## src/verilog/eeprom_port_pkg.sv

```systemverilog
package eeprom_port_pkg;

  // clocking of the card and the serial memory
  localparam int unsigned CLK_PERIOD_NS = 40;
  localparam int unsigned SK_HALF_NS = 160;
  // least time, so round up to whole cycles
  localparam int unsigned SK_HALF_CYC = (SK_HALF_NS + CLK_PERIOD_NS - 1) / CLK_PERIOD_NS;

  // register map, printed index times four gives the byte address
  localparam int unsigned ADDR_W = 8;
  localparam logic [ADDR_W-1:0] PORT_INDEX = 8'h0A;
  localparam logic [ADDR_W-1:0] PORT_ADDR = {PORT_INDEX[ADDR_W-3:0], 2'b00};
  localparam logic [ADDR_W-1:0] STATUS_ADDR = 8'h40;

  // port byte layout
  localparam int unsigned SER_DATA_BIT = 7;
  localparam int unsigned STROBE_BIT = 0;
  localparam logic [7:0] PORT_RESET = 8'h00;

  // status register layout
  localparam int unsigned ST_WREN_BIT = 0;
  localparam int unsigned ST_SELECT_BIT = 1;
  localparam int unsigned ST_BLOCK_BIT = 2;
  localparam int unsigned ST_OPEN_BIT = 3;
  localparam int unsigned ST_BITS_LSB = 8;
  localparam int unsigned ST_READS_LSB = 16;

  // serial instruction layout
  localparam int unsigned CNT_W = 5;
  localparam logic [CNT_W-1:0] CNT_MAX = 5'h1F;
  localparam logic [CNT_W-1:0] OP_HI_POS = 5'h00;
  localparam logic [CNT_W-1:0] OP_LO_POS = 5'h01;
  localparam logic [CNT_W-1:0] EXT_HI_POS = 5'h02;
  localparam logic [CNT_W-1:0] EXT_LO_POS = 5'h03;
  localparam logic [1:0] OP_EXT = 2'h0;
  localparam logic [1:0] OP_WRITE = 2'h1;
  localparam logic [1:0] OP_READ = 2'h2;
  localparam logic [1:0] OP_ERASE = 2'h3;
  localparam logic [1:0] EXT_DISABLE = 2'h0;
  localparam logic [1:0] EXT_WRITE_ALL = 2'h1;
  // the enable sequence carries 1 then 0 in the two bits after the opcode
  localparam logic [1:0] EXT_ERASE_ALL = 2'h3;
  localparam logic [1:0] EXT_ENABLE = 2'h2;

  typedef enum {AP_IDLE, AP_WAIT, AP_DONE} apb_state_t;
  typedef enum {PH_IDLE, PH_LOW, PH_HIGH} strobe_phase_t;

  // exact match of a bus address against a register, all bits compared
  function automatic logic addr_hit(input logic [ADDR_W-1:0] addr,
                                    input logic [ADDR_W-1:0] target);
    addr_hit = (addr == target);
  endfunction

endpackage

```

## src/verilog/bit_sync2.sv

```systemverilog
`timescale 1ns/1ns
module bit_sync2
  import eeprom_port_pkg::*;
(
  input wire logic clock_i,
  input wire logic rst_n_i,
  input wire logic async_i,
  output logic sync_o
);

  logic meta;
  logic next_meta;
  logic next_sync;

  // only the second stage is visible to the rest of the block
  always_comb begin
    next_meta = async_i;
    next_sync = meta;
  end

  always_ff @(posedge clock_i or negedge rst_n_i) begin
    if (!rst_n_i) begin
      meta <= 1'b0;
      sync_o <= 1'b0;
    end else begin
      meta <= next_meta;
      sync_o <= next_sync;
    end
  end

endmodule

```

## src/verilog/serial_strobe_gen.sv

```systemverilog
`timescale 1ns/1ns
module serial_strobe_gen
  import eeprom_port_pkg::*;
#(
  parameter int unsigned HALF_CYC = SK_HALF_CYC
)
(
  input wire logic clock_i,
  input wire logic rst_n_i,
  input wire logic start_i,
  output logic sk_o,
  output logic done_o
);

  localparam int unsigned DIV_W = (HALF_CYC > 1) ? $clog2(HALF_CYC) : 1;
  localparam logic [DIV_W-1:0] DIV_LAST = DIV_W'(HALF_CYC - 1);

  strobe_phase_t phase;
  strobe_phase_t next_phase;
  logic [DIV_W-1:0] div;
  logic [DIV_W-1:0] next_div;
  logic tick;
  logic next_sk;
  logic next_done;

  // divider restarts with each strobe so every half period is whole
  assign tick = (div == DIV_LAST);

  // low half gives data setup, high half is the clocking edge
  always_comb begin
    next_phase = phase;
    next_div = (phase == PH_IDLE || tick) ? '0 : div + DIV_W'(1);
    next_sk = sk_o;
    next_done = 1'b0;
    unique case (phase)
      PH_IDLE: begin
        if (start_i) begin
          next_phase = PH_LOW;
        end
      end
      PH_LOW: begin
        if (tick) begin
          next_phase = PH_HIGH;
          next_sk = 1'b1;
        end
      end
      PH_HIGH: begin
        if (tick) begin
          next_phase = PH_IDLE;
          next_sk = 1'b0;
          next_done = 1'b1;
        end
      end
    endcase
  end

  always_ff @(posedge clock_i or negedge rst_n_i) begin
    if (!rst_n_i) begin
      phase <= PH_IDLE;
      div <= '0;
      sk_o <= 1'b0;
      done_o <= 1'b0;
    end else begin
      phase <= next_phase;
      div <= next_div;
      sk_o <= next_sk;
      done_o <= next_done;
    end
  end

endmodule

```

## src/verilog/serial_eeprom_bitbang_port.sv

```systemverilog
// Operation
// - stored words protected until enable sequence seen
// - write frame: start, opcode 01, address, data
// - serial bit in bit 7, bit 0 held high
// - read: nine writes, sixteen reads, one end
// - each read returns next data bit, MSB first
//
// Our own choice: the APB slave port.
`timescale 1ns/1ns
module serial_eeprom_bitbang_port
  import eeprom_port_pkg::*;
#(
  parameter int unsigned HALF_CYC = SK_HALF_CYC
)
(
  input wire logic clock_i,
  input wire logic rst_n_i,
  input wire logic psel_i,
  input wire logic penable_i,
  input wire logic pwrite_i,
  input wire logic [ADDR_W-1:0] paddr_i,
  input wire logic [31:0] pwdata_i,
  output logic [31:0] prdata_o,
  output logic pready_o,
  output logic pslverr_o,
  output logic eeprom_cs_o,
  output logic eeprom_sk_o,
  output logic eeprom_di_o,
  input wire logic eeprom_do_i
);

  apb_state_t state;
  apb_state_t next_state;
  logic next_pready;
  logic next_pslverr;
  logic [31:0] next_prdata;

  // pin state
  logic next_cs;
  logic next_di;
  logic start_strobe;
  logic strobe_done;
  logic do_sync;
  logic sk_int;

  // frame tracking state
  logic frame_open;
  logic next_frame_open;
  logic [CNT_W-1:0] bit_cnt;
  logic [CNT_W-1:0] next_bit_cnt;
  logic [CNT_W-1:0] read_cnt;
  logic [CNT_W-1:0] next_read_cnt;
  logic [1:0] opcode;
  logic [1:0] next_opcode;
  logic ext_hi;
  logic next_ext_hi;
  logic wr_enabled;
  logic next_wr_enabled;
  logic blocked;
  logic next_blocked;

  // bus decode
  logic access;
  logic port_hit;
  logic status_hit;
  logic ser_bit;
  logic strobe_bit;
  logic [31:0] status_word;

  assign access = psel_i && penable_i;
  assign port_hit = addr_hit(paddr_i, PORT_ADDR);
  assign status_hit = addr_hit(paddr_i, STATUS_ADDR);
  assign ser_bit = pwdata_i[SER_DATA_BIT];
  assign strobe_bit = pwdata_i[STROBE_BIT];

  // memory output arrives from a pin, so it is synchronised first
  bit_sync2 u_do_sync (
    .clock_i(clock_i),
    .rst_n_i(rst_n_i),
    .async_i(eeprom_do_i),
    .sync_o(do_sync)
  );

  // one full serial clock per strobed write or port read
  serial_strobe_gen #(
    .HALF_CYC(HALF_CYC)
  ) u_strobe (
    .clock_i(clock_i),
    .rst_n_i(rst_n_i),
    .start_i(start_strobe),
    .sk_o(sk_int),
    .done_o(strobe_done)
  );

  assign eeprom_sk_o = sk_int;

  // status word shows the tracker so software can check protection
  always_comb begin
    status_word = '0;
    status_word[ST_WREN_BIT] = wr_enabled;
    status_word[ST_SELECT_BIT] = eeprom_cs_o;
    status_word[ST_BLOCK_BIT] = blocked;
    status_word[ST_OPEN_BIT] = frame_open;
    status_word[ST_BITS_LSB +: CNT_W] = bit_cnt;
    status_word[ST_READS_LSB +: CNT_W] = read_cnt;
  end

  // bus handshake: strobed port writes and port reads wait for the serial clock,
  // every other access answers after one wait cycle
  always_comb begin
    next_state = state;
    next_pready = 1'b0;
    next_pslverr = 1'b0;
    next_prdata = prdata_o;
    start_strobe = 1'b0;
    unique case (state)
      AP_IDLE: begin
        if (access) begin
          if (port_hit && pwrite_i) begin
            if (strobe_bit) begin
              start_strobe = 1'b1;
              next_state = AP_WAIT;
            end else begin
              next_pready = 1'b1;
              next_state = AP_DONE;
            end
          end else if (port_hit) begin
            // sample before clocking so the bit already on the pin is returned
            next_prdata = '0;
            next_prdata[SER_DATA_BIT] = do_sync;
            start_strobe = 1'b1;
            next_state = AP_WAIT;
          end else if (status_hit) begin
            // writes to the status word are accepted and ignored
            next_prdata = pwrite_i ? prdata_o : status_word;
            next_pready = 1'b1;
            next_state = AP_DONE;
          end else begin
            next_prdata = '0;
            next_pready = 1'b1;
            next_pslverr = 1'b1;
            next_state = AP_DONE;
          end
        end
      end
      AP_WAIT: begin
        if (strobe_done) begin
          next_pready = 1'b1;
          next_state = AP_DONE;
        end
      end
      AP_DONE: begin
        // the master releases at this edge, so no stale access is seen
        next_state = AP_IDLE;
      end
    endcase
  end

  always_ff @(posedge clock_i or negedge rst_n_i) begin
    if (!rst_n_i) begin
      state <= AP_IDLE;
      pready_o <= 1'b0;
      pslverr_o <= 1'b0;
      prdata_o <= '0;
    end else begin
      state <= next_state;
      pready_o <= next_pready;
      pslverr_o <= next_pslverr;
      prdata_o <= next_prdata;
    end
  end

  // frame tracker: follows the instruction bits the host shifts out
  // and keeps the memory deselected for altering frames until enabled
  always_comb begin
    next_frame_open = frame_open;
    next_bit_cnt = bit_cnt;
    next_read_cnt = read_cnt;
    next_opcode = opcode;
    next_ext_hi = ext_hi;
    next_wr_enabled = wr_enabled;
    next_blocked = blocked;
    next_cs = eeprom_cs_o;
    next_di = eeprom_di_o;
    if (state == AP_IDLE && access && port_hit && pwrite_i) begin
      if (!strobe_bit) begin
        // a cleared strobe ends any frame and deselects
        next_frame_open = 1'b0;
        next_bit_cnt = '0;
        next_read_cnt = '0;
        next_blocked = 1'b0;
        next_cs = 1'b0;
        next_di = 1'b0;
      end else begin
        next_di = ser_bit;
        if (!frame_open) begin
          // leading zeros before the start bit are idle clocks
          next_frame_open = ser_bit;
          next_bit_cnt = '0;
        end else begin
          if (bit_cnt != CNT_MAX) begin
            next_bit_cnt = bit_cnt + CNT_W'(1);
          end
          if (bit_cnt == OP_HI_POS) begin
            next_opcode = {ser_bit, 1'b0};
          end
          if (bit_cnt == OP_LO_POS) begin
            next_opcode = {opcode[1], ser_bit};
            if (({opcode[1], ser_bit} == OP_WRITE || {opcode[1], ser_bit} == OP_ERASE)
                && !wr_enabled) begin
              next_blocked = 1'b1;
            end
          end
          if (bit_cnt == EXT_HI_POS) begin
            next_ext_hi = ser_bit;
          end
          if (bit_cnt == EXT_LO_POS && opcode == OP_EXT) begin
            unique case ({ext_hi, ser_bit})
              EXT_ENABLE: next_wr_enabled = 1'b1;
              EXT_DISABLE: next_wr_enabled = 1'b0;
              EXT_WRITE_ALL, EXT_ERASE_ALL: begin
                if (!wr_enabled) begin
                  next_blocked = 1'b1;
                end
              end
            endcase
          end
        end
        // dropping select mid-instruction makes the memory discard it
        next_cs = !next_blocked;
      end
    end else if (state == AP_IDLE && access && port_hit && !pwrite_i) begin
      if (read_cnt != CNT_MAX) begin
        next_read_cnt = read_cnt + CNT_W'(1);
      end
    end
  end

  always_ff @(posedge clock_i or negedge rst_n_i) begin
    if (!rst_n_i) begin
      frame_open <= 1'b0;
      bit_cnt <= '0;
      read_cnt <= '0;
      opcode <= OP_EXT;
      ext_hi <= 1'b0;
      wr_enabled <= 1'b0;
      blocked <= 1'b0;
      eeprom_cs_o <= PORT_RESET[STROBE_BIT];
      eeprom_di_o <= PORT_RESET[SER_DATA_BIT];
    end else begin
      frame_open <= next_frame_open;
      bit_cnt <= next_bit_cnt;
      read_cnt <= next_read_cnt;
      opcode <= next_opcode;
      ext_hi <= next_ext_hi;
      wr_enabled <= next_wr_enabled;
      blocked <= next_blocked;
      eeprom_cs_o <= next_cs;
      eeprom_di_o <= next_di;
    end
  end

endmodule

```

## config.mk

```make
export PLATFORM = sky130hd
export DESIGN_NAME = serial_eeprom_bitbang_port
export DESIGN_NICKNAME = d
export VERILOG_FILES = /design/src/verilog/eeprom_port_pkg.sv /design/src/verilog/bit_sync2.sv /design/src/verilog/serial_strobe_gen.sv /design/src/verilog/serial_eeprom_bitbang_port.sv
export SDC_FILE = /design/constraint.sdc
export NUM_CORES = 1
export LEC_CHECK = 0
export ABC_AREA = 1
export BUFFER_PORTS_ARGS = -buffer_cell sky130_fd_sc_hd__buf_2
export CORE_MARGIN = 4
export CORE_UTILIZATION = 30
export DETAILED_ROUTE_END_ITERATION = 10
export PLACE_DENSITY = 0.63
export SYNTH_ARGS = -nofsm -noshare
export SYNTH_HDL_FRONTEND = slang
export SYNTH_HIERARCHICAL = 1
export SYNTH_SLANG_ARGS = --single-unit
```

## constraint.sdc

```tcl
create_clock -name clock_i -period 1.5 [get_ports clock_i]
set_input_delay 0.15 -clock clock_i [delete_from_list [all_inputs] [get_ports clock_i]]
set_output_delay 0.15 -clock clock_i [all_outputs]
set_load 0.02 [all_outputs]
```

==> results of run 1 <==
## worst min path at each step
| stage | start | slack, ps | cells past startpoint | to |
|---|---|---|---|---|
| finish | pwdata_i[0] | 180 | 3 | frame_open |
| global placement | rst_n_i | 130 | 1 | bit_cnt[4] |
| CTS | pwdata_i[0] | 170 | 3 | frame_open |
| detailed placement | rst_n_i | 130 | 1 | bit_cnt[4] |
| global route | pwdata_i[0] | 220 | 3 | frame_open |
| floorplan | rst_n_i | -150 | 0 | bit_cnt[0] |
## where the power goes
| part | leakage, nW | switching [mW] | internal [mW] |
|---|---|---|---|
| combinational | 1.18 | 0.550 | 0.408 |
| clock | 0.0433 | 0.413 | 0.365 |
| sequential | 0.598 | 0.0491 | 1.30 |
## flip-flops by register name (all words and copies together), names as in the netlist
register          flops
wr_enabled            1
read_cnt              5
state                 2
frame_open            1
u_do_sync/meta        1
pready_o              1
eeprom_cs_o           1
u_do_sync/sync_o      1
bit_cnt               5
prdata_o             15
ext_hi                1
u_strobe/done_o       1
u_strobe/div          2
u_strobe/phase        2
opcode                2
blocked               1
eeprom_di_o           1
u_strobe/sk_o         1
pslverr_o             1
## area by class of cell
type                            count  area [um2]
Multi-Input combinational cell    238        1390
Inverter                           45         171
Clock buffer                        6        82.6
Sequential cell                    45        1130
Fill cell                         879        5260
Clock inverter                      1        7.51
Timing Repair Buffer               70         505
Tap cell                          108         135
## stage by stage
step	hold WS [ps]	TNS, ps	setup WS (ps)	utilization (%)
after global placement	135	-18.5	-6.86	34.5
after detailed placement	131	-319	-39.0	34.5
after global routing	217	-1020	-116	39.4
after CTS	172	-142	-35.9	36.2
after floorplan	-146	0	14.5	-
final	175	-13.3	-8.61	39.4
## what timing repair did
action,4_1_cts,5_1_grt
gates resized for setup,9,39
gates cloned,0,1
hold endpoints to repair,19,0
endpoints found under the setup margin,28,35
pin swaps,7,12
buffers inserted,1,13
hold buffers,2,0
## cell usage after synthesis (2+ instances only)
library cell              instances  share of area (%)
sky130_fd_sc_hd__o21ai_1          4               0.75
sky130_fd_sc_hd__nand2_2          3               0.71
sky130_fd_sc_hd__o21ai_0          5               0.94
sky130_fd_sc_hd__inv_2            6               0.85
sky130_fd_sc_hd__inv_1           39                5.5
sky130_fd_sc_hd__buf_4           17                4.8
sky130_fd_sc_hd__nor2_4           5                2.1
sky130_fd_sc_hd__nand3_2          2               0.75
sky130_fd_sc_hd__nor3_1           4               0.75
sky130_fd_sc_hd__ha_1            14                6.6
sky130_fd_sc_hd__buf_6            2               0.85
sky130_fd_sc_hd__nand3_1         39                7.4
sky130_fd_sc_hd__buf_2            5               0.94
sky130_fd_sc_hd__nor2_1          23                3.3
sky130_fd_sc_hd__dfrtp_1         45                 42
sky130_fd_sc_hd__nand2_1         90                 13
sky130_fd_sc_hd__o21ai_2          2               0.66
sky130_fd_sc_hd__nand4_1         22                5.2
## worst max-delay path, cell delays in order (launching register included)
cell and delay [ps]:
sky130_fd_sc_hd__dfrtp_1 400, sky130_fd_sc_hd__inv_2 70, sky130_fd_sc_hd__ha_4 150, sky130_fd_sc_hd__nand3_4 80
sky130_fd_sc_hd__inv_4 90, sky130_fd_sc_hd__nand3_4 80, sky130_fd_sc_hd__nor2_4 260, sky130_fd_sc_hd__buf_6 150
sky130_fd_sc_hd__nand4_1 70, sky130_fd_sc_hd__nand2_1 80
## logic make-up after synthesis
kind of cell | Yosys count
AND/OR/NAND/NOR | 191
adder cells (fa/ha/maj) | 14
AO/OA/AOI/OAI | 14
buffers and inverters | 70
XOR/XNOR | 2
other | 1
flip-flops | 45
## metal layers
metal / routed length [um] / share of wire [%] / vias up
li1: - / - / 1184
met1: 2760 / 44 / 1087
met2: 3050 / 49 / 44
met3: 302 / 4.9 / 7
met4: 105 / 1.7 / 0
met5: 0 / 0 / -
==> results.txt, run 1 <==
----------------------------------------------------
[Global routing]
  Antenna violations before repair ... 0
  GRT Max-Usage Layer ... met2
  GR Layer Usage met2 ... 19.7%
  Via count of the first global-routing pass ... 2147
  GRT Total Usage ... 12.0%
  Pin count of the biggest net entering global routing ... 28
  Met3 track demand over resource in global routing ... 3.34%
  Global-route wire length before repair ... 9.93 mm
  Global route overflow ... 0
  Global Route met1 Usage ... 15.6%

[Worst setup path]
  Startpoint types ... flip-flop
  WS Path Type ... flip-flop to flip-flop
  Critical path endpoint category ... flip-flop
  Worst Reg2Reg Path Length in Cells ... 9
  Register-to-register path setup slack ... -9 ps
  Worst EP arrival ... 1750 ps
  Launching element of the worst setup path ... state[0]
  CP required ... 1740 ps
  Worst Setup EP ... bit_cnt[0]
  FF-to-FF Start ... state[0]
  Destination of the worst register-to-register timing path ... bit_cnt[0]
  Crit-path max FO ... 7

[Timing]
  Final worst setup slack ... -8.61 ps
  Final number of hold-violating endpoints ... 0
  Pins Over Slew Limit ... 0
  Setup repair after global routing missed its margin ... true
  Final min period ... 1510 ps
  Final worst path period share ... 101%
  Setup-violating endpoint count in the final report ... 2
  Maximum clock skew at final layout ... 7.00 ps
  Maximum clock frequency ... 0.663 GHz

[Layout]
  Leading cell type in the layout, fill and taps excluded ... sky130_fd_sc_hd__nand2_1
  Non-filler cells in the finished layout ... 513
  Area overhead of the layout relative to synthesis ... 28.7%
  Total number of nets in the final design ... 465
  Fraction of layout cells with a size suffix above 1 ... 29.1%
  Commonest non-fill, non-tap cells in the layout ... 86 x sky130_fd_sc_hd__nand2_1, 45 x sky130_fd_sc_hd__dfrtp_1, 36 x sky130_fd_sc_hd__inv_1, 35 x sky130_fd_sc_hd__buf_2, 31 x sky130_fd_sc_hd__nand3_1
  Number of antenna cells inserted ... 0
  Area of all placed cells without fillers ... 3420 um2

[Hold path]
  Kind of path behind the tightest hold check ... input port to flip-flop

[Power and ir drop]
  PnR Total Power ... 3.09 mW
  Areal power density over the cells ... 904 nW/um2
  Static leakage ... 1.82 nW
  Peak supply drop ... 0.365 mV

[Die]
  Die width ... 102 um
  Die height ... 102 um
  Total Die Area ... 10400 um2
  Count of boundary I/O pins ... 83
  Initial Util ... 30.6%
  Core region area ... 8680 um2
  # rows ... 34

[CTS]
  Maximum level of the CTS H-tree ... 2
  CTS Buffer Depth ... 2
  Clock Pin Slew Worst Setup and Hold Paths ... 90 ps
  Later-pin clock latency in the skew report ... 300 ps
  Inserted Clock Buffers ... 5
  CTS sink count ... 45
  Clock tree from TritonCTS ... done
  Clock root buffer ... sky130_fd_sc_hd__clkbuf_8

[Routing]
  Drt wl/cell ... 12.1 um
  Number of DRC violations after detailed routing ... 0
  Total via count in the routed design ... 2322
  DRC violation total after the first TritonRoute iteration ... 110
  Post-route antenna net violation count ... 0
  Number of search-and-repair iterations in the first detailed-routing pass ... 4
  Vias per cell ... 4.53
  Drt total wl ... 6.22 mm

[Yosys]
  Synthesized-area fraction occupied by and/or/nand/nor cells ... 33.8%
  Share of synthesized area spent on multiplexers ... 0%
  Fraction of registers with async set or reset after synthesis ... 100%
  Sequential-to-total area share from yosys stat ... 42.4%
  Instance count of the mapped netlist ... 337
  Complex-gate fraction of the synthesized area ... 3.25%
  Main combinational cell family by area after synthesis ... simple AND/OR/NAND/NOR gates
  Synth unique cells ... 28
  Number of enable flip-flop cells after synthesis ... 0
  Number of warnings printed during yosys synthesis ... 6
  Flip-flop and latch count after synthesis ... 45
  Main synth FF type ... sky130_fd_sc_hd__dfrtp_1
  Post-synthesis adder-cell area fraction ... 6.60%
  Cell area after technology mapping ... 2660 um2
  Syn avg cell area ... 7.88 um2
  XOR/XNOR share of the synthesized area ... 0.660%

[Placement]
  Area of placed instances ... 2990 um2
  Detailed-placement wirelength estimate ... 4.57 mm
  Total placed cells including tap cells ... 489
  RePlAce Congestion ... 0.812
  Input/output buffers ... 35

[Outcome]
  Result of the run ... finished with violations
  Failing checks ... setup timing

[Run]
  # Max-Cap Violations ... 0

----------------------------------------------------
No activity file was read; power rests on OpenSTA's default activity.
==> inputs of run 2 (changes only) <==
--- a/config.mk
+++ b/config.mk
@@ -5,11 +5,12 @@
 export SDC_FILE = /design/constraint.sdc
 export NUM_CORES = 1
 export LEC_CHECK = 0
-export ABC_AREA = 1
 export BUFFER_PORTS_ARGS = -buffer_cell sky130_fd_sc_hd__buf_2
+export CAP_MARGIN = 20
 export CORE_MARGIN = 4
 export CORE_UTILIZATION = 30
 export DETAILED_ROUTE_END_ITERATION = 10
+export MAX_ROUTING_LAYER = met4
 export PLACE_DENSITY = 0.63
 export SYNTH_ARGS = -nofsm -noshare
 export SYNTH_HDL_FRONTEND = slang
==> run 2 against run 1 <==
Effect of this change: the flow still finishes with violations (setup timing); cell area decreased by 1.4%; count of clock-buffer cells in the layout unchanged; clock power decreased by 5.5%; utilization increased by 4.2 points; register-to-register slack got worse by 220 ps; maximum frequency decreased by 13%; sequential share of layout area increased by 0.47 points; first-iteration DRC count decreased by 6.4%; sequential power about the same; area after synthesis decreased by 9.8%; critical path depth decreased by 3; via count decreased by 17%; largest power group unchanged; highest routed layer unchanged.
==> results.txt, run 2 <==
----------------------------------------------------
[Timing]
  Maximum clock frequency ... 0.579 GHz (-13%)
  Setup-violating endpoint count in the final report ... 33 (+31)
  Final number of hold-violating endpoints ... 0 (unchanged)
  Pins Over Slew Limit ... 0 (unchanged)
  Final worst path period share ... 115% (+15 points)
  Setup repair after global routing missed its margin ... true
  Final min period ... 1730 ps (+218 ps)
  Final worst setup slack ... -227 ps (-218 ps)
  Maximum clock skew at final layout ... 6.40 ps (-0.601 ps)

[Global routing]
  Pin count of the biggest net entering global routing ... 46 (+64%)
  GRT Total Usage ... 12.8% (+0.76 points)
  Global route overflow ... 0 (unchanged)
  Via count of the first global-routing pass ... 2007 (-6.5%)
  Global-route wire length before repair ... 9.69 mm (-2.4%)
  Antenna violations before repair ... 0 (unchanged)

[Worst setup path]
  Critical path endpoint category ... flip-flop
  CP required ... 1690 ps (-50 ps)
  Startpoint types ... flip-flop
  Crit-path max FO ... 3 (-4)
  Critical Path, Cell by Cell ... inv_2 -> ha_4 -> and3_4 -> nand3_4 -> or4_4 -> mux2_4
  Worst path slowest cell ... sky130_fd_sc_hd__or4_4
  Slowest Stage Delay on Critical Path ... 420 ps (+20 ps)
  WS Path Type ... flip-flop to flip-flop
  Worst EP arrival ... 1910 ps (+160 ps)

[Routing]
  Number of DRC violations after detailed routing ... 0 (unchanged)
  DRC violation total after the first TritonRoute iteration ... 103 (-6.4%)
  Number of search-and-repair iterations in the first detailed-routing pass ... 4 (unchanged)
  Post-route antenna net violation count ... 0 (unchanged)
  Drt total wl ... 5.80 mm (-6.8%)
  Total via count in the routed design ... 1926 (-17%)
  Drt wl/cell ... 13.9 um (+15%)
  Vias per cell ... 4.62 (+2.0%)

[Placement]
  Area of placed instances ... 3070 um2 (+2.5%)
  Worst setup slack after placement ... -465 ps (-426 ps)
  Total placed cells including tap cells ... 396 (-19%)
  RePlAce Congestion ... 0.835 (+2.9%)
  Input/output buffers ... 35 (unchanged)
  Detailed-placement wirelength estimate ... 4.19 mm (-8.4%)

[Yosys]
  Complex-gate fraction of the synthesized area ... 14.0% (+11 points)
  Syn avg cell area ... 11.1 um2 (+41%)
  Fraction of registers with async set or reset after synthesis ... 100% (unchanged)
  Fraction of synthesized cell area taken by the top area cell type ... 47.0% (+4.6 points)
  Main synth FF type ... sky130_fd_sc_hd__dfrtp_1
  XOR/XNOR share of the synthesized area ... 0% (-0.66 points)
  Post-synthesis adder-cell area fraction ... 7.32% (+0.72 points)
  Most repeated cell in the gate-level netlist after synthesis ... sky130_fd_sc_hd__dfrtp_1
  Main combinational cell family by area after synthesis ... simple AND/OR/NAND/NOR gates
  Instance count of the mapped netlist ... 216 (-36%)
  Number of enable flip-flop cells after synthesis ... 0 (unchanged)
  Number of warnings printed during yosys synthesis ... 6 (unchanged)
  Synth unique cells ... 49 (+75%)
  Library cell occupying the most area in the post-synthesis netlist ... sky130_fd_sc_hd__dfrtp_1
  Commonest cells in the synthesized netlist ... 45 x sky130_fd_sc_hd__dfrtp_1, 18 x sky130_fd_sc_hd__buf_4, 17 x sky130_fd_sc_hd__a22o_1, 14 x sky130_fd_sc_hd__ha_1, 14 x sky130_fd_sc_hd__nand2_1
  Synthesized-area fraction occupied by and/or/nand/nor cells ... 20.2% (-14 points)
  Cell area after technology mapping ... 2390 um2 (-9.8%)
  Sequential-to-total area share from yosys stat ... 47.0% (+4.6 points)
  Ranking of synthesized cells by area ... sky130_fd_sc_hd__dfrtp_1 47%, sky130_fd_sc_hd__ha_1 7.3%, sky130_fd_sc_hd__a22o_1 6.2%
  Share of synthesized area spent on multiplexers ... 3.08% (+3.1 points)
  Flip-flop and latch count after synthesis ... 45 (unchanged)

[Die]
  # rows ... 32 (-5.9%)
  Die width ... 97.3 um (-4.7%)
  Count of boundary I/O pins ... 83 (unchanged)
  Die height ... 97.3 um (-4.7%)
  Core region area ... 7730 um2 (-11%)
  Initial Util ... 31.0% (+0.38 points)
  Total Die Area ... 9470 um2 (-9.1%)

[Layout]
  Commonest non-fill, non-tap cells in the layout ... 48 x sky130_fd_sc_hd__buf_4, 45 x sky130_fd_sc_hd__dfrtp_1, 34 x sky130_fd_sc_hd__buf_2, 17 x sky130_fd_sc_hd__a22o_1, 17 x sky130_fd_sc_hd__conb_1
  Leading cell type in the layout, fill and taps excluded ... sky130_fd_sc_hd__buf_4
  Final Core Density ... 43.6% (+4.2 points)
  Non-filler cells in the finished layout ... 417 (-19%)
  Total number of nets in the final design ... 374 (-20%)
  Area overhead of the layout relative to synthesis ... 40.8%
  Area of all placed cells without fillers ... 3370 um2 (-1.4%)
  Fraction of layout cells with a size suffix above 1 ... 44.4% (+15 points)
  Flip-flop count of the largest register after layout ... 15 (unchanged)
  Fillcell total ... 714 (-19%)
  Biggest registers after layout ... prdata_o: 15 flops, bit_cnt: 5 flops, read_cnt: 5 flops
  Number of antenna cells inserted ... 0 (unchanged)
  Register with the most flip-flops ... prdata_o

[CTS]
  Clock tree from TritonCTS ... done
  Later-pin clock latency in the skew report ... 290 ps (about the same)
  CTS sink count ... 45 (unchanged)
  Clock Pin Slew Worst Setup and Hold Paths ... 90 ps (about the same)
  Clock root buffer ... sky130_fd_sc_hd__clkbuf_8
  CTS Buffer Depth ... 2 (unchanged)
  Maximum level of the CTS H-tree ... 2 (unchanged)
  Inserted Clock Buffers ... 5 (unchanged)

[Power and ir drop]
  Static leakage ... 1.66 nW (-8.9%)
  Peak supply drop ... 0.480 mV (+31%)
  PnR Total Power ... 2.96 mW (-4.4%)
  Areal power density over the cells ... 877 nW/um2 (-3.0%)

[Outcome]
  Result of the run ... finished with violations
  Failing checks ... setup timing

[Hold path]
  Kind of path behind the tightest hold check ... input port to flip-flop

[Run]
  # Max-Cap Violations ... 0 (unchanged)

----------------------------------------------------
-- run 2: layer usage --
metal,global-route usage (%),up-vias,wire length (um)
li1,-,945,-
met1,15.6,943,2600
met2,21.5,34,2910
met3,3.09,4,234
met4,2.88,0,48
met5,-,-,0
-- run 2: area by class of cell --
| cell class | instances | area (um2) | area share [%] |
|---|---|---|---|
| Clock buffer | 6 | 72.6 | 2.15 |
| Clock inverter | 2 | 10.0 | 0.297 |
| Inverter | 11 | 43.8 | 1.30 |
| Multi-Input combinational cell | 155 | 1260 | 37.4 |
| Sequential cell | 45 | 1130 | 33.4 |
| Tap cell | 102 | 128 | 3.79 |
| Timing Repair Buffer | 96 | 728 | 21.6 |
-- run 2: logic make-up (layout without fill, tap and decap cells) --
group                    Yosys count  count (layout)
flip-flops                        45              45
AND/OR/NAND/NOR                   74              74
adder cells (fa/ha/maj)           14              14
other                              1              17
AO/OA/AOI/OAI                     44              44
multiplexers                       6               6
buffers and inverters             32             115
-- run 2: stage by stage --
| step | hold WS (ps) | TNS [ps] |
|---|---|---|
| floorplan | -146 | -1820 |
| global placement | 151 | -10050 |
| detailed placement | 151 | -10630 |
| CTS | 160 | -3020 |
| global route | 172 | -6070 |
| finish | 165 | -2870 |
-- run 2: worst paths after layout --
kind / endpoint / cells after the start / from / slack [ps]
max: wr_enabled / 6 / state[0] / -230
min: eeprom_di_o / 3 / pwdata_i[0] / 170
max reg2reg: wr_enabled / 6 / state[0] / -230
min reg2reg: u_do_sync/sync_o / 0 / u_do_sync/meta / 360
max in group asynchronous: pslverr_o / 3 / rst_n_i / 920
min in group asynchronous: prdata_o[20] / 3 / rst_n_i / 370
-- run 2: worst max-delay path, delay by kind of cell (launching register included) --
family | cells | cell delay, ps
fa+ha+maj | 1 | 140
simple gates | 3 | 690
flops | 1 | 400
mux | 1 | 310
buf+inv | 1 | 80
-- run 2: timing repair --
action / in CTS / in global routing
pin swaps: 17 / 15
hold buffers: 2 / 0
setup buffers: 7 / 3
cloned: 1 / 0
resized for setup: 12 / 14
endpoints found under the setup margin: 36 / 35
hold endpoints to repair: 46 / 0
-- run 2: power breakdown --
group          switching, mW  leakage, nW  internal [mW]
clock network          0.411       0.0450          0.324
logic                  0.431         1.00          0.426
registers             0.0543        0.612           1.31
total                  0.897         1.66           2.06
==> inputs of run 3 (changes only) <==
--- a/config.mk
+++ b/config.mk
@@ -8,10 +8,10 @@
 export BUFFER_PORTS_ARGS = -buffer_cell sky130_fd_sc_hd__buf_2
 export CAP_MARGIN = 20
 export CORE_MARGIN = 4
-export CORE_UTILIZATION = 30
+export CORE_UTILIZATION = 45
 export DETAILED_ROUTE_END_ITERATION = 10
 export MAX_ROUTING_LAYER = met4
-export PLACE_DENSITY = 0.63
+export PLACE_DENSITY = 0.85
 export SYNTH_ARGS = -nofsm -noshare
 export SYNTH_HDL_FRONTEND = slang
 export SYNTH_HIERARCHICAL = 1
==> run 3 against run 2 <==
Effect of this change: the run still ends with setup timing left; sequential power about the same; final cell count down 7.9%; worst hold slack lost 4.6 ps; total power rose by 4.5%; routed wire length is 9.9% higher; maximum frequency decreased by 2.4%; first-iteration DRC count grew to 3.2 times the previous value; clock skew shrank 3.4 ps; sequential cell count unchanged; critical path type unchanged; largest cell class unchanged; largest power group unchanged.
==> results.txt, run 3 (synthesis results as in run 2) <==
----------------------------------------------------
[Die]
  Initial Util ... 46.6% (+16 points)
  Die width ... 80.9 um (-17%)
  Core region area ... 5140 um2 (-33%)
  Total Die Area ... 6550 um2 (-31%)
  Count of boundary I/O pins ... 83 (unchanged)
  # rows ... 26 (-19%)
  Die height ... 80.9 um (-17%)

[Global routing]
  Antenna violations before repair ... 0 (unchanged)
  Global-route wire length before repair ... 9.44 mm (-2.6%)
  Global route overflow ... 0 (unchanged)
  Via count of the first global-routing pass ... 2016 (+0.45%)
  Pin count of the biggest net entering global routing ... 29 (-37%)
  GRT Total Usage ... 19.2% (+6.5 points)

[Timing]
  Maximum clock frequency ... 0.565 GHz (-2.4%)
  Final number of hold-violating endpoints ... 0 (unchanged)
  Final min period ... 1770 ps (+41.6 ps)
  Final worst setup slack ... -269 ps (-41.6 ps)
  Setup-violating endpoint count in the final report ... 34 (+3.0%)
  Setup repair after global routing missed its margin ... true
  Setup total negative slack ... -4180 ps (-1300 ps)
  Pins Over Slew Limit ... 0 (unchanged)
  Worst hold-check slack ... 161 ps (-4.63 ps)
  Final worst path period share ... 118% (+2.8 points)
  Maximum clock skew at final layout ... 3.05 ps (-3.35 ps)

[Power and ir drop]
  Cell internal pwr ... 2.12 mW (+2.9%)
  Static leakage ... 1.66 nW (-0.23%)
  Clock network fraction of design power ... 24.8% (about the same)
  Peak supply drop ... 0.693 mV (+44%)
  Sequential share of power ... 44.3% (-1.9 points)
  Sw Pwr ... 969 uW (+8.0%)
  Comb pwr share ... 30.9% (+1.9 points)
  Areal power density over the cells ... 927 nW/um2 (+5.7%)
  PnR Total Power ... 3.09 mW (+4.5%)
  Switching part of the total power ... 31.4% (+1.0 points)

[CTS]
  Clock root buffer ... sky130_fd_sc_hd__clkbuf_8
  Later-pin clock latency in the skew report ... 300 ps (about the same)
  Inserted Clock Buffers ... 5 (unchanged)
  Maximum level of the CTS H-tree ... 2 (unchanged)
  CTS sink count ... 45 (unchanged)
  Clock tree from TritonCTS ... done
  Clock Pin Slew Worst Setup and Hold Paths ... 90 ps (about the same)
  CTS Buffer Depth ... 2 (unchanged)

[Worst setup path]
  CP required ... 1700 ps (about the same)
  Launching element of the worst setup path ... state[0]
  Register-to-register path setup slack ... -270 ps (-40 ps)
  FF-to-FF Start ... state[0]
  Startpoint types ... flip-flop
  Destination of the worst register-to-register timing path ... bit_cnt[0]
  Critical path endpoint category ... flip-flop
  Critical Path, Cell by Cell ... inv_2 -> ha_4 -> and3_4 -> buf_6 -> nand4_1 -> a21o_1 -> a22o_1
  Slowest Stage Delay on Critical Path ... 400 ps (-20 ps)
  Worst Reg2Reg Path Length in Cells ... 7 (+1)
  Critical path buffers and inverters ... 2 (+1)
  CP delay by family, top ... compound AO/OA/AOI/OAI gates
  Worst path slowest cell ... sky130_fd_sc_hd__dfrtp_1
  WS Path Type ... flip-flop to flip-flop
  Worst EP arrival ... 1960 ps (+50 ps)
  Crit-path max FO ... 4 (+1)

[Run]
  # Max-Cap Violations ... 0 (unchanged)

[Hold path]
  Min-Delay Startpoint ... pwdata_i[0]
  Kind of path behind the tightest hold check ... input port to flip-flop
  Worst hold path depth ... 3 (unchanged)
  Hold EP ... eeprom_di_o

[Layout]
  Register with the most flip-flops ... prdata_o
  Fraction of layout cells with a size suffix above 1 ... 45.5% (+1.1 points)
  Biggest registers after layout ... prdata_o: 15 flops, bit_cnt: 5 flops, read_cnt: 5 flops
  Non-filler cells in the finished layout ... 384 (-7.9%)
  Number of antenna cells inserted ... 0 (unchanged)
  Fillcell total ... 389 (-46%)
  Area overhead of the layout relative to synthesis ... 39.2%
  Leading cell type in the layout, fill and taps excluded ... sky130_fd_sc_hd__buf_4
  Total number of nets in the final design ... 373 (-0.27%)
  Commonest non-fill, non-tap cells in the layout ... 46 x sky130_fd_sc_hd__buf_4, 45 x sky130_fd_sc_hd__dfrtp_1, 35 x sky130_fd_sc_hd__buf_2, 17 x sky130_fd_sc_hd__a22o_1, 17 x sky130_fd_sc_hd__conb_1
  Flip-flop count of the largest register after layout ... 15 (unchanged)

[Routing]
  Number of DRC violations after detailed routing ... 0 (unchanged)
  DRC violation total after the first TritonRoute iteration ... 326 (+220%)
  Number of search-and-repair iterations in the first detailed-routing pass ... 4 (unchanged)
  Drt total wl ... 6.37 mm (+9.9%)
  Drt wl/cell ... 16.6 um (+19%)
  Total via count in the routed design ... 2078 (+7.9%)
  Post-route antenna net violation count ... 0 (unchanged)
  Vias per cell ... 5.41 (+17%)

[Placement]
  Detailed-placement wirelength estimate ... 3.99 mm (-4.6%)
  Total placed cells including tap cells ... 362 (-8.6%)
  RePlAce Congestion ... 0.812 (-2.8%)
  Input/output buffers ... 35 (unchanged)

[Outcome]
  Failing checks ... setup timing
  Result of the run ... finished with violations

----------------------------------------------------
-- run 3: final cells by class --
cell class | count | area, um2 | share of cell area [%]
clock buffers | 5 | 68.8 | 2.07
inverters | 11 | 41.3 | 1.24
multi-input cells | 155 | 1270 | 38.1
repair buffers | 95 | 716 | 21.5
flip-flops and latches | 45 | 1130 | 33.8
well taps | 70 | 87.6 | 2.63
clock inverters | 3 | 22.5 | 0.676
-- run 3: worst min-delay path, cell delays in order --
cell,delay [ps]
sky130_fd_sc_hd__buf_2,140
sky130_fd_sc_hd__nand2_1,90
sky130_fd_sc_hd__o21ai_2,50
-- run 3: power groups by stage --
stage               sequential (mW)  combinational (mW)  clock [mW]
floorplan                      1.41               0.525           0
global placement               1.38               0.779           0
detailed placement             1.39               0.817           0
CTS                            1.37               0.848       0.763
global route                   1.38                1.04       0.824
finish                         1.37               0.954       0.767
-- run 3: how the worst max path moves through the flow --
stage,to,cells past startpoint
floorplan,u_strobe/phase[1],5
global placement,u_strobe/phase[1],6
detailed placement,u_strobe/phase[1],6
CTS,bit_cnt[4],7
global route,wr_enabled,5
finish,bit_cnt[0],7
-- run 3: repair_timing --
action,CTS,global route
setup endpoints to repair,35,35
pin swaps,12,20
hold buffers,2,0
cloned,0,1
buffers inserted,2,9
hold endpoints to repair,18,0
gates resized for setup,11,17
-- run 3: per-layer routing --
metal  part of all wire (%)  global-route usage, %
met1                     40                   22.9
met2                     50                   32.8
met3                    6.7                   3.22
met4                    3.1                   7.09
met5                      0                      -
-- run 3: stage by stage --
step	setup WS, ps	utilization, %	instance area, um2
final	-269	64.8	3330
after global placement	-436	58.6	3010
after detailed placement	-458	58.6	3010
after global routing	-318	64.8	3330
after floorplan	-398	-	2530
after CTS	-227	61.9	3180
